--- config.mk ---
export PLATFORM = sky130hd
export DESIGN_NAME = rvm_rail_regs
export DESIGN_NICKNAME = d
export VERILOG_FILES = /design/src/rtl/rvm_pkg.sv /design/src/rtl/rvm_pin_sync.sv /design/src/rtl/rvm_i2c_target.sv /design/src/rtl/rvm_rail_regs.sv
export VERILOG_INCLUDE_DIRS = /design/src /design/src/rtl
export SDC_FILE = /design/constraint.sdc
export NUM_CORES = 1
export LEC_CHECK = 0
export ABC_AREA = 0
export ABC_CLOCK_PERIOD_IN_PS = 3650
export BUFFER_PORTS_ARGS = -buffer_cell sky130_fd_sc_hd__buf_2
export CORE_MARGIN = 5
export CORE_UTILIZATION = 35
export DETAILED_ROUTE_END_ITERATION = 12
export GPL_TIMING_DRIVEN = 0
export PLACE_DENSITY = 0.58
export SYNTH_ARGS = -nofsm -noshare
export SYNTH_HDL_FRONTEND = slang
export SYNTH_SLANG_ARGS = --single-unit
--- constraint.sdc ---
create_clock -name core_clk -period 3.65 [get_ports core_clk]
set_input_delay 0.1825 -clock core_clk [delete_from_list [all_inputs] [get_ports core_clk]]
set_output_delay 0.1825 -clock core_clk [all_outputs]
set_load 0.02 [all_outputs]
--- src/rtl/rvm_regs.svh ---
`ifndef RVM_REGS_SVH
`define RVM_REGS_SVH

////////////////////////////////////////////////////////////////////////////////
// Register offsets (byte addresses on the serial bus)
`define RVM_OFS_R2_VCTRL 8'h21
`define RVM_OFS_R3_DECAY 8'h22
`define RVM_OFS_R3_VSEL 8'h23
`define RVM_OFS_R3_SLEEP 8'h24
`define RVM_OFS_R4_CTRL 8'h25
`define RVM_OFS_R5_CTRL 8'h26
`define RVM_OFS_R6_CTRL 8'h27
`define RVM_OFS_LR2_CTRL 8'h28
`define RVM_OFS_LR3_CTRL 8'h29

////////////////////////////////////////////////////////////////////////////////
// Register indices inside the bank
`define RVM_IX_R2_VCTRL 4'h0
`define RVM_IX_R3_DECAY 4'h1
`define RVM_IX_R3_VSEL 4'h2
`define RVM_IX_R3_SLEEP 4'h3
`define RVM_IX_R4_CTRL 4'h4
`define RVM_NUM_REGS 9
`define RVM_NUM_SW 5

////////////////////////////////////////////////////////////////////////////////
// Field positions
`define RVM_CODE_MSB 7
`define RVM_CODE_LSB 1
`define RVM_DECAY_BIT 0
`define RVM_SLP1_BIT 0
`define RVM_SLP2_MSB 5
`define RVM_SLP2_LSB 4
`define RVM_MODE_BIT 1
`define RVM_ON_BIT 0
`define RVM_SLP2_ON 2'h3
`define RVM_NUM_MODE_RAILS 3

////////////////////////////////////////////////////////////////////////////////
// Writable-bit masks; cleared bits are read-only zero
`define RVM_WMASK_FULL 8'hFF
`define RVM_WMASK_VSEL 8'hFE
`define RVM_WMASK_CTRL 8'h3F

////////////////////////////////////////////////////////////////////////////////
// Serial bus target address, value arbitrary
`define RVM_I2C_ADDR 7'h2A

`endif

--- src/rtl/rvm_pkg.sv ---
package rvm_pkg;

	typedef logic [7:0] rvm_byte_t;

	// Serial target states
	typedef enum logic [3:0] {
		RVM_ST_IDLE = 4'b0000,
		RVM_ST_DADDR = 4'b0001,
		RVM_ST_DACK = 4'b0010,
		RVM_ST_REGA = 4'b0011,
		RVM_ST_RACK = 4'b0100,
		RVM_ST_WDAT = 4'b0101,
		RVM_ST_WACK = 4'b0110,
		RVM_ST_RDAT = 4'b0111,
		RVM_ST_MACK = 4'b1000
	} rvm_state_t;

	// Register access request from the serial target
	typedef struct packed {
		logic wr;
		rvm_byte_t wr_addr;
		rvm_byte_t wdata;
		rvm_byte_t rd_addr;
	} rvm_req_t;

	// Factory one-time-programmed configuration
	typedef struct packed {
		logic [8:0][7:0] reg_init;
		logic [5:0] sleep_sel;
		logic [1:0] range_25mv;
	} rvm_otp_t;

	// Voltage-coded rail controls
	typedef struct packed {
		logic [6:0] code;
		logic range_25mv;
		logic decay;
		logic use_sleep;
	} rvm_vrail_t;

	// Switching and enable controls
	typedef struct packed {
		logic use_sleep;
		logic fpwm;
		logic on;
	} rvm_srail_t;

endpackage : rvm_pkg

--- src/rtl/rvm_pin_sync.sv ---
`timescale 1ns/1ns
module rvm_pin_sync (
	// Clock and reset
	input wire logic core_clk,
	input wire logic rstn,
	// Pins
	input wire logic [3:0] pin_raw,
	output logic [3:0] pin_clean
);

	logic [3:0] s1_q, s1_d, s2_q, s2_d, s3_q, s3_d, out_q, out_d;

	////////////////////////////////////////////////////////////////////////////
	// Three stages; a change counts once stages two and three agree
	always_comb begin
		s1_d = pin_raw;
		s2_d = s1_q;
		s3_d = s2_q;
		out_d = (~(s2_q ^ s3_q) & s3_q) | ((s2_q ^ s3_q) & out_q);
		if (!rstn) begin
			s1_d = 4'hF;
			s2_d = 4'hF;
			s3_d = 4'hF;
			out_d = 4'hF;
		end
	end

	always_ff @(posedge core_clk) begin
		s1_q <= s1_d;
		s2_q <= s2_d;
		s3_q <= s3_d;
		out_q <= out_d;
	end

	assign pin_clean = out_q;

endmodule : rvm_pin_sync

--- src/rtl/rvm_i2c_target.sv ---
`timescale 1ns/1ns
`include "rvm_regs.svh"
module rvm_i2c_target (
	// Clock and reset
	input wire logic core_clk,
	input wire logic rstn,
	// Filtered bus lines
	input wire logic scl,
	input wire logic sda,
	output logic sda_out,
	output logic sda_oen,
	// Register side
	output rvm_pkg::rvm_req_t req,
	input wire logic [7:0] rdata
);

	rvm_pkg::rvm_state_t st_q, st_d;
	logic [2:0] cnt_q, cnt_d;
	logic [7:0] sh_q, sh_d, ptr_q, ptr_d, byte_w;
	logic scl_q, scl_d, sda_q, sda_d, drive_q, drive_d, rw_q, rw_d, wr_q, wr_d;
	logic [7:0] wa_q, wa_d;
	logic start, stop, rise, fall;

	assign start = scl && sda_q && !sda;
	assign stop = scl && !sda_q && sda;
	assign rise = scl && !scl_q;
	assign fall = !scl && scl_q;
	assign byte_w = {sh_q[6:0], sda};

	////////////////////////////////////////////////////////////////////////////
	// Byte engine; ACK is given for every register address, mapped or not
	always_comb begin
		st_d = st_q;
		cnt_d = cnt_q;
		sh_d = sh_q;
		ptr_d = ptr_q;
		drive_d = drive_q;
		rw_d = rw_q;
		wr_d = 1'b0;
		wa_d = wa_q;
		scl_d = scl;
		sda_d = sda;
		if (start) begin
			st_d = rvm_pkg::RVM_ST_DADDR;
			cnt_d = 3'h0;
			drive_d = 1'b0;
		end else if (stop) begin
			st_d = rvm_pkg::RVM_ST_IDLE;
			drive_d = 1'b0;
		end else begin
			case (st_q)
				rvm_pkg::RVM_ST_DADDR, rvm_pkg::RVM_ST_REGA, rvm_pkg::RVM_ST_WDAT: begin
					if (rise) begin
						sh_d = byte_w;
						cnt_d = cnt_q + 3'h1;
						if (cnt_q == 3'h7) begin
							if (st_q == rvm_pkg::RVM_ST_DADDR) begin
								rw_d = sda;
								st_d = (byte_w[7:1] == `RVM_I2C_ADDR) ? rvm_pkg::RVM_ST_DACK
									: rvm_pkg::RVM_ST_IDLE;
							end else if (st_q == rvm_pkg::RVM_ST_REGA) begin
								ptr_d = byte_w;
								st_d = rvm_pkg::RVM_ST_RACK;
							end else begin
								wr_d = 1'b1;
								wa_d = ptr_q;
								ptr_d = ptr_q + 8'h01;
								st_d = rvm_pkg::RVM_ST_WACK;
							end
						end
					end
				end
				rvm_pkg::RVM_ST_DACK, rvm_pkg::RVM_ST_RACK, rvm_pkg::RVM_ST_WACK: begin
					if (fall && !drive_q) begin
						drive_d = 1'b1;
					end else if (fall) begin
						drive_d = 1'b0;
						cnt_d = 3'h0;
						if (st_q != rvm_pkg::RVM_ST_DACK) begin
							st_d = rvm_pkg::RVM_ST_WDAT;
						end else if (rw_q) begin
							sh_d = rdata;
							ptr_d = ptr_q + 8'h01;
							drive_d = !rdata[7];
							st_d = rvm_pkg::RVM_ST_RDAT;
						end else begin
							st_d = rvm_pkg::RVM_ST_REGA;
						end
					end
				end
				rvm_pkg::RVM_ST_RDAT: begin
					if (fall) begin
						drive_d = !sh_q[7];
					end else if (rise) begin
						sh_d = {sh_q[6:0], 1'b1};
						cnt_d = cnt_q + 3'h1;
						if (cnt_q == 3'h7) begin
							st_d = rvm_pkg::RVM_ST_MACK;
						end
					end
				end
				rvm_pkg::RVM_ST_MACK: begin
					if (fall) begin
						drive_d = 1'b0;
					end else if (rise) begin
						if (!sda) begin
							sh_d = rdata;
							ptr_d = ptr_q + 8'h01;
							st_d = rvm_pkg::RVM_ST_RDAT;
						end else begin
							st_d = rvm_pkg::RVM_ST_IDLE;
						end
					end
				end
				default: begin
					drive_d = 1'b0;
				end
			endcase
		end
		if (!rstn) begin
			st_d = rvm_pkg::RVM_ST_IDLE;
			cnt_d = 3'h0;
			sh_d = 8'h00;
			ptr_d = 8'h00;
			drive_d = 1'b0;
			rw_d = 1'b0;
			wr_d = 1'b0;
			wa_d = 8'h00;
			// Rest at the idle bus level so release gives no false edge
			scl_d = 1'b1;
			sda_d = 1'b1;
		end
	end

	always_ff @(posedge core_clk) begin
		st_q <= st_d;
		cnt_q <= cnt_d;
		sh_q <= sh_d;
		ptr_q <= ptr_d;
		drive_q <= drive_d;
		rw_q <= rw_d;
		wr_q <= wr_d;
		wa_q <= wa_d;
		scl_q <= scl_d;
		sda_q <= sda_d;
	end

	// Open drain: only ever pulls low
	assign sda_out = 1'b0;
	assign sda_oen = !drive_q;
	assign req = '{wr: wr_q, wr_addr: wa_q, wdata: sh_q, rd_addr: ptr_q};

endmodule : rvm_i2c_target

--- src/rtl/rvm_rail_regs.sv ---
`timescale 1ns/1ns
`include "rvm_regs.svh"
module rvm_rail_regs (
	// Clock and reset
	input wire logic core_clk,
	input wire logic rstn,
	// Serial bus, open drain data
	input wire logic scl_pin,
	input wire logic sda_in,
	output logic sda_out,
	output logic sda_oen,
	// Sleep pins, active low
	input wire logic sleep_pin_a,
	input wire logic sleep_pin_b,
	// Factory configuration
	input rvm_pkg::rvm_otp_t otp,
	// Rail enables from control input pin sequencing
	input wire logic [4:0] pin_rail_en,
	// Rail controls
	output rvm_pkg::rvm_vrail_t rail2_ctl,
	output rvm_pkg::rvm_vrail_t rail3_ctl,
	output rvm_pkg::rvm_srail_t [4:0] sw_ctl
);

	logic [3:0] pins_clean;
	rvm_pkg::rvm_req_t req;
	rvm_pkg::rvm_byte_t regs_q [0:8];
	rvm_pkg::rvm_byte_t regs_d [0:8];
	rvm_pkg::rvm_byte_t rdata;
	rvm_pkg::rvm_vrail_t r2_q, r2_d, r3_q, r3_d;
	rvm_pkg::rvm_srail_t [4:0] sw_q, sw_d;

	////////////////////////////////////////////////////////////////////////////
	// Decode helpers
	function automatic logic is_mapped(input logic [7:0] a);
		is_mapped = (a >= `RVM_OFS_R2_VCTRL) && (a <= `RVM_OFS_LR3_CTRL);
	endfunction : is_mapped

	function automatic logic [3:0] reg_ix(input logic [7:0] a);
		logic [7:0] d;
		d = a - `RVM_OFS_R2_VCTRL;
		reg_ix = d[3:0];
	endfunction : reg_ix

	// Writable bits; the gaps are the read-only reserved bits
	function automatic logic [7:0] wmask(input logic [3:0] ix);
		if (ix == `RVM_IX_R3_VSEL) begin
			wmask = `RVM_WMASK_VSEL;
		end else if (ix >= `RVM_IX_R4_CTRL) begin
			wmask = `RVM_WMASK_CTRL;
		end else begin
			wmask = `RVM_WMASK_FULL;
		end
	endfunction : wmask

	// Sleep request: selected pin is low
	function automatic logic pin_low(input logic sel, input logic [1:0] p);
		pin_low = sel ? !p[1] : !p[0];
	endfunction : pin_low

	////////////////////////////////////////////////////////////////////////////
	// Pin conditioning: scl, sda and both sleep pins
	rvm_pin_sync u_sync (
		.core_clk(core_clk),
		.rstn(rstn),
		.pin_raw({sleep_pin_b, sleep_pin_a, sda_in, scl_pin}),
		.pin_clean(pins_clean)
	);

	////////////////////////////////////////////////////////////////////////////
	// Serial target
	rvm_i2c_target u_i2c (
		.core_clk(core_clk),
		.rstn(rstn),
		.scl(pins_clean[0]),
		.sda(pins_clean[1]),
		.sda_out(sda_out),
		.sda_oen(sda_oen),
		.req(req),
		.rdata(rdata)
	);

	////////////////////////////////////////////////////////////////////////////
	// Register bank; reserved writable bits just store what the host wrote
	always_comb begin
		for (int i = 0; i < `RVM_NUM_REGS; i++) begin
			regs_d[i] = regs_q[i];
		end
		if (!rstn) begin
			for (int i = 0; i < `RVM_NUM_REGS; i++) begin
				regs_d[i] = otp.reg_init[i] & wmask(4'(i));
			end
		end else if (req.wr && is_mapped(req.wr_addr)) begin
			regs_d[reg_ix(req.wr_addr)] = req.wdata & wmask(reg_ix(req.wr_addr));
		end
	end

	always_ff @(posedge core_clk) begin
		for (int i = 0; i < `RVM_NUM_REGS; i++) begin
			regs_q[i] <= regs_d[i];
		end
	end

	// Read data; unmapped addresses read as zero
	always_comb begin
		rdata = 8'h00;
		if (is_mapped(req.rd_addr)) begin
			rdata = regs_q[reg_ix(req.rd_addr)] & wmask(reg_ix(req.rd_addr));
		end
	end

	////////////////////////////////////////////////////////////////////////////
	// Voltage-coded rails; rail two sleep lives outside this bank
	always_comb begin
		r2_d.code = regs_q[`RVM_IX_R2_VCTRL][`RVM_CODE_MSB:`RVM_CODE_LSB];
		r2_d.range_25mv = otp.range_25mv[0];
		r2_d.decay = regs_q[`RVM_IX_R2_VCTRL][`RVM_DECAY_BIT];
		r2_d.use_sleep = 1'b0;
		// Spare bits of the decay register are never read here
		r3_d.decay = regs_q[`RVM_IX_R3_DECAY][`RVM_DECAY_BIT];
		r3_d.range_25mv = otp.range_25mv[1];
		r3_d.use_sleep = regs_q[`RVM_IX_R3_SLEEP][`RVM_SLP1_BIT]
			&& pin_low(otp.sleep_sel[0], pins_clean[3:2]);
		if (r3_d.use_sleep) begin
			r3_d.code = regs_q[`RVM_IX_R3_SLEEP][`RVM_CODE_MSB:`RVM_CODE_LSB];
		end else begin
			r3_d.code = regs_q[`RVM_IX_R3_VSEL][`RVM_CODE_MSB:`RVM_CODE_LSB];
		end
		if (!rstn) begin
			r2_d = '0;
			r3_d = '0;
		end
	end

	always_ff @(posedge core_clk) begin
		r2_q <= r2_d;
		r3_q <= r3_d;
	end

	////////////////////////////////////////////////////////////////////////////
	// Switching rails and linear regulators
	// Reserved codes 01 and 10 fall back to the normal code, so a stray
	// host write cannot put a rail into an undefined sleep state.
	always_comb begin
		for (int i = 0; i < `RVM_NUM_SW; i++) begin
			sw_d[i].use_sleep = (regs_q[i + 4][`RVM_SLP2_MSB:`RVM_SLP2_LSB] == `RVM_SLP2_ON)
				&& pin_low(otp.sleep_sel[i + 1], pins_clean[3:2]);
			sw_d[i].fpwm = (i < `RVM_NUM_MODE_RAILS) && regs_q[i + 4][`RVM_MODE_BIT];
			sw_d[i].on = regs_q[i + 4][`RVM_ON_BIT] && pin_rail_en[i];
		end
		if (!rstn) begin
			sw_d = '0;
		end
	end

	always_ff @(posedge core_clk) begin
		sw_q <= sw_d;
	end

	assign rail2_ctl = r2_q;
	assign rail3_ctl = r3_q;
	assign sw_ctl = sw_q;

	////////////////////////////////////////////////////////////////////////////
	// Checks
	a_normal_code: assert property (
		@(posedge core_clk) disable iff (!rstn)
		$past(rstn) |-> rail2_ctl.code == $past(regs_q[0][7:1])
	) else $error("rail two code does not follow its register");

	a_range_fixed: assert property (
		@(posedge core_clk) disable iff (!rstn)
		$past(rstn) |-> rail3_ctl.range_25mv == $past(otp.range_25mv[1])
	) else $error("rail three step range not from factory setting");

	a_decay_follow: assert property (
		@(posedge core_clk) disable iff (!rstn)
		$past(rstn) |-> rail3_ctl.decay == $past(regs_q[1][0])
	) else $error("rail three decay select mismatch");

	a_spare_store: assert property (
		@(posedge core_clk) disable iff (!rstn)
		req.wr && req.wr_addr == 8'h22 |=> regs_q[1][7:1] == $past(req.wdata[7:1])
	) else $error("spare field did not store the write");

	a_sleep_gate: assert property (
		@(posedge core_clk) disable iff (!rstn)
		!regs_q[3][0] |=> !rail3_ctl.use_sleep
	) else $error("rail three sleeps while disabled");

	a_sleep_code: assert property (
		@(posedge core_clk) disable iff (!rstn)
		rail3_ctl.use_sleep |-> rail3_ctl.code == $past(regs_q[3][7:1])
	) else $error("rail three sleep code not applied");

	a_pin_select: assert property (
		@(posedge core_clk) disable iff (!rstn)
		sw_ctl[0].use_sleep
			|-> (otp.sleep_sel[1] ? !$past(pins_clean[3]) : !$past(pins_clean[2]))
	) else $error("rail four sleeps without its pin low");

	a_two_bit_en: assert property (
		@(posedge core_clk) disable iff (!rstn)
		regs_q[5][5:4] != 2'h3 |=> !sw_ctl[1].use_sleep
	) else $error("rail five sleeps without enable 11");

	a_mode_out: assert property (
		@(posedge core_clk) disable iff (!rstn)
		$past(rstn) |-> sw_ctl[2].fpwm == $past(regs_q[6][1])
	) else $error("rail six mode mismatch");

	a_off_override: assert property (
		@(posedge core_clk) disable iff (!rstn)
		!regs_q[7][0] |=> !sw_ctl[3].on
	) else $error("regulator two on while on bit is clear");

	a_ro_bits: assert property (
		@(posedge core_clk) disable iff (!rstn)
		req.wr && req.wr_addr == 8'h29 ##1 1'b1 |-> regs_q[8][7:6] == 2'h0 && rdata[7:6] == 2'h0
	) else $error("read-only bits took a write");

	a_otp_load: assert property (
		@(posedge core_clk) disable iff (!rstn)
		$rose(rstn) |-> regs_q[0] == $past(otp.reg_init[0]) && regs_q[4] == ($past(otp.reg_init[4]) & 8'h3F)
	) else $error("reset values not loaded from factory setting");

	////////////////////////////////////////////////////////////////////////////
	// Further checks: the other rails, and the paths a quick test rarely reaches
	a_normal_fallback: assert property (
		@(posedge core_clk) disable iff (!rstn)
		$past(rstn) && !rail3_ctl.use_sleep |-> rail3_ctl.code == $past(regs_q[2][7:1])
	) else $error("rail three awake but not on its normal code");

	a_range_rail2: assert property (
		@(posedge core_clk) disable iff (!rstn)
		$past(rstn) |-> rail2_ctl.range_25mv == $past(otp.range_25mv[0])
	) else $error("rail two step range not from factory setting");

	a_decay_rail2: assert property (
		@(posedge core_clk) disable iff (!rstn)
		$past(rstn) |-> rail2_ctl.decay == $past(regs_q[0][0])
	) else $error("rail two decay select mismatch");

	a_spare_read: assert property (
		@(posedge core_clk) disable iff (!rstn)
		req.rd_addr == `RVM_OFS_R3_DECAY |-> rdata == regs_q[1]
	) else $error("spare field does not read back whole");

	a_sleep_enter: assert property (
		@(posedge core_clk) disable iff (!rstn)
		$past(rstn) && $past(regs_q[3][0]) && !otp.sleep_sel[0] && !$past(pins_clean[2])
			|-> rail3_ctl.use_sleep
	) else $error("rail three ignores its sleep request");

	a_rail3_pin: assert property (
		@(posedge core_clk) disable iff (!rstn)
		rail3_ctl.use_sleep
			|-> (otp.sleep_sel[0] ? !$past(pins_clean[3]) : !$past(pins_clean[2]))
	) else $error("rail three sleeps without its pin low");

	a_rail6_pin: assert property (
		@(posedge core_clk) disable iff (!rstn)
		sw_ctl[2].use_sleep
			|-> (otp.sleep_sel[3] ? !$past(pins_clean[3]) : !$past(pins_clean[2]))
	) else $error("rail six sleeps without its pin low");

	a_sleep_on: assert property (
		@(posedge core_clk) disable iff (!rstn)
		$past(rstn) && $past(regs_q[8][5:4]) == `RVM_SLP2_ON && otp.sleep_sel[5]
			&& !$past(pins_clean[3]) |-> sw_ctl[4].use_sleep
	) else $error("regulator three ignores its sleep request");

	a_two_bit_rail4: assert property (
		@(posedge core_clk) disable iff (!rstn)
		regs_q[4][5:4] != 2'h3 |=> !sw_ctl[0].use_sleep
	) else $error("rail four sleeps without enable 11");

	a_mode_rail4: assert property (
		@(posedge core_clk) disable iff (!rstn)
		$past(rstn) |-> sw_ctl[0].fpwm == $past(regs_q[4][1])
	) else $error("rail four mode mismatch");

	a_mode_rail5: assert property (
		@(posedge core_clk) disable iff (!rstn)
		$past(rstn) |-> sw_ctl[1].fpwm == $past(regs_q[5][1])
	) else $error("rail five mode mismatch");

	a_on_follow: assert property (
		@(posedge core_clk) disable iff (!rstn)
		$past(rstn) |-> sw_ctl[4].on == ($past(regs_q[8][0]) && $past(pin_rail_en[4]))
	) else $error("regulator three enable mismatch");

	a_off_rail4: assert property (
		@(posedge core_clk) disable iff (!rstn)
		!regs_q[4][0] |=> !sw_ctl[0].on
	) else $error("rail four on while on bit is clear");

	a_ro_vsel: assert property (
		@(posedge core_clk) disable iff (!rstn)
		req.rd_addr == `RVM_OFS_R3_VSEL |-> !rdata[0] && !regs_q[2][0]
	) else $error("read-only bit of rail three voltage register set");

endmodule : rvm_rail_regs

==> results.tsv <==
metric	value	unit
status	finished clean	
die_x	149.4	um
r2r_slack	0.43	ns
dieHeight	149.4	um
grt_pass1_vias	5621	
drt_first_pass_iters	5	
grt_max_degree	17	
setup.worst_path.start	u_i2c.ptr_q[0]	
maxSlewViolCount	0	
overflow	0	
via_per_inst	5.229	
dieArea	22310	um^2
reg2reg_from	u_i2c.ptr_q[0]	
tightest_slew	0.7459	ns
synth.distinct_cells	64	
p_per_area	452.7	nW/um^2
slowest_delay	0.63	ns
drt.antenna.violating_nets	0	
cts-root-buf	clkbuf_16	
synth_seq_cells	146	
totalWireLength	19730	um
clock_skew	0.007754	ns
finalPower	3.820	mW
reg2reg_depth	9	
n_antenna_cell	0	
antenna_found_initial	0	
crit_path_top_delay_cell	mux4_2	
initial_core_util	35.27	%
ys_seq_area_share	51.98	%
placed_area	7726	um^2
rsz0062_at_grt	no	
hold_ws	0.03230	ns
core_area	19270	um^2
synth_area_per_cell	10.82	um^2
clk_pin_slew_worst_paths	0.06	ns
synthCells	628	
critPathMostFrequentCell	buf_2	
fillCellCount	1881	
vdd_ir_drop_max	0.3129	mV
r2r-end	u_i2c.sh_q[3]	
hold_path_class	primary input to register	
num_rows	51	
fin_cells	1051	
slew_headroom	49.57	%
leakage	3.350	nW
crit_path_end_kind	register	
cp-start-kind	register	
crit_chain	buf_2 -> clkbuf_2 -> inv_1 -> ha_1 -> buf_2 -> mux4_2 -> mux2i_1 -> nor2_1 -> o221a_2	
postCtsSetupRepairBufs	0	
gp_congestion	0.8647	
cts_sinks	146	
layout-drive-gt1-share	23.92	%
area_growth	24.15	%
crit_buf_inv	4	
dp_slack	-0.2873	ns
drv_cap	0	
drt_iter0_drc	359	
clk_latency	0.42	ns
setup-tns-final	0	ns
ys.flop_type	dfxtp_1	
ys_async_sr_fraction	0	%
layout_setup_ws	0.4327	ns
final_nets	869	
final_area	8439	um^2
cts_buffer_depth	2	
cts_htree_levels	4	
path_class	register to register	
via_count	5496	
endpoint	u_i2c.sh_q[3]	
wl_per_cell	18.77	um
final_hold_viol_count	0	
worstSetupPathDepth	9	
io_buffers	111	
netlist_area	6798	um^2
path_delay_family	buffers and inverters	
setup_viol	0	
grt.total_usage	18.21	%
synth_edf_count	61	
cp.required	3.97	ns
pin_count	128	
hold_start	otp[10]	
tritoncts	done	
fmax	0.3108	GHz
final_util	43.79	%
hpwl	14730	um
drcViolationCount	0	
yosys_warnings	0	
dp_cells	1009	
layout_min_cycle_time	3.217	ns
crit_path_max_fanout	15	
cts_buffers	17	
grt_pass1_wl	31470	um
cp_data_arrival_time	3.53	ns
min_period_over_period	88.15	%
final cells by class:
class                      instances  area (um^2)  area share, %
timing repair buffer             124        680.7          8.065
clock inverter                    14        176.4          2.090
buffer                            49        226.5          2.683
tap                              265        331.6          3.929
multi-input combinational        416         2990          35.43
sequential                       146         3533          41.87
clock buffer                      18        429.2          5.085
inverter                          19        71.32         0.8451
power by group:
part / internal, mW / switching (mW)
clock: 1.09 / 0.722
combinational: 0.101 / 0.122
sequential: 1.76 / 0.0243
total: 2.95 / 0.869
synth_stat cells, drive strengths merged (14+ instances only):
master,n,area share (%)
mux4,14,4.6
and2,18,1.7
o2bb2ai,56,7.2
buf,18,1.6
nand3,23,1.8
inv,19,1.0
mux2i,30,4.4
clkbuf,32,1.8
o21ai,17,1.3
edfxtp,61,27
nand2b,21,1.9
nand2,44,2.4
a21oi,20,1.5
dfxtp,85,25
nor2,50,2.8
layout by cell type (no fill, tap or decap), types with 5 or more instances in the layout:
master         count
buf_4              6
a21oi_1           20
a211oi_1           5
nor2b_1           10
mux2i_1           30
dlygate4sd3_1     11
ha_1               5
o2bb2ai_1         56
nand2_1           44
o221ai_1           5
a22oi_1            5
o21ai_0           16
nand3_1           22
nand2b_1          21
clkbuf_1          32
mux4_2            14
nand4_1            6
inv_1             18
o22ai_1            5
edfxtp_1          61
inv_6              5
nor3_1             6
nor2_1            50
dfxtp_1           85
buf_2            120
and2_1            18
clkbuf_16         17
and3_1             9
registers in the layout, indices dropped and copies added (netlist names), named ones only:
signal         count
u_i2c.wa_q         8
u_i2c.sda_q        1
sw_ctl            13
u_sync.s3_q        4
u_i2c.drive_q      1
rail3_ctl         10
regs_q            62
u_i2c.scl_q        1
u_i2c.ptr_q        8
u_sync.s2_q        4
u_sync.s1_q        4
u_i2c.st_q         4
rail2_ctl          9
u_i2c.cnt_q        3
u_i2c.sh_q         8
u_i2c.rw_q         1
u_i2c.wr_q         1
routing by layer:
layer | vias up | part of all wire (%) | GRT usage, % | routed length [um]
met2 | 187 | 48 | 30.25 | 9566
met4 | 0 | 2.3 | 6.224 | 452
met5 | - | 0 | 0 | 0
met3 | 27 | 4.7 | 3.707 | 933
li1 | 2620 | - | - | -
met1 | 2662 | 44 | 23.74 | 8778
logic make-up after synthesis:
logic type,Yosys count,share of synthesized area [%]
simple gates,215,16.73
flops,146,51.98
other cells,1,0.05517
fa+ha+maj,5,0.9203
mux,45,9.221
xor+xnor,4,0.5155
compound gates,143,16.16
buf+inv,69,4.417
worst min-delay path by stage:
stage | to | cells after the start
after global placement | u_sync.s1_q[3] | 2
after floorplan | u_sync.s1_q[0] | 1
after detailed placement | u_sync.s1_q[2] | 2
final | regs_q[0][2] | 2
after global routing | regs_q[3][2] | 2
after CTS | regs_q[0][5] | 2
repair_timing:
action | CTS | global route
endpoints found under the setup margin | 9 | 6
endpoints found under the hold margin | 11 | 0
pin swaps | 0 | 0
cloned | 0 | 0
gates resized for setup | 0 | 2
hold buffers | 11 | 0
(Power assumes the default switching activity.)
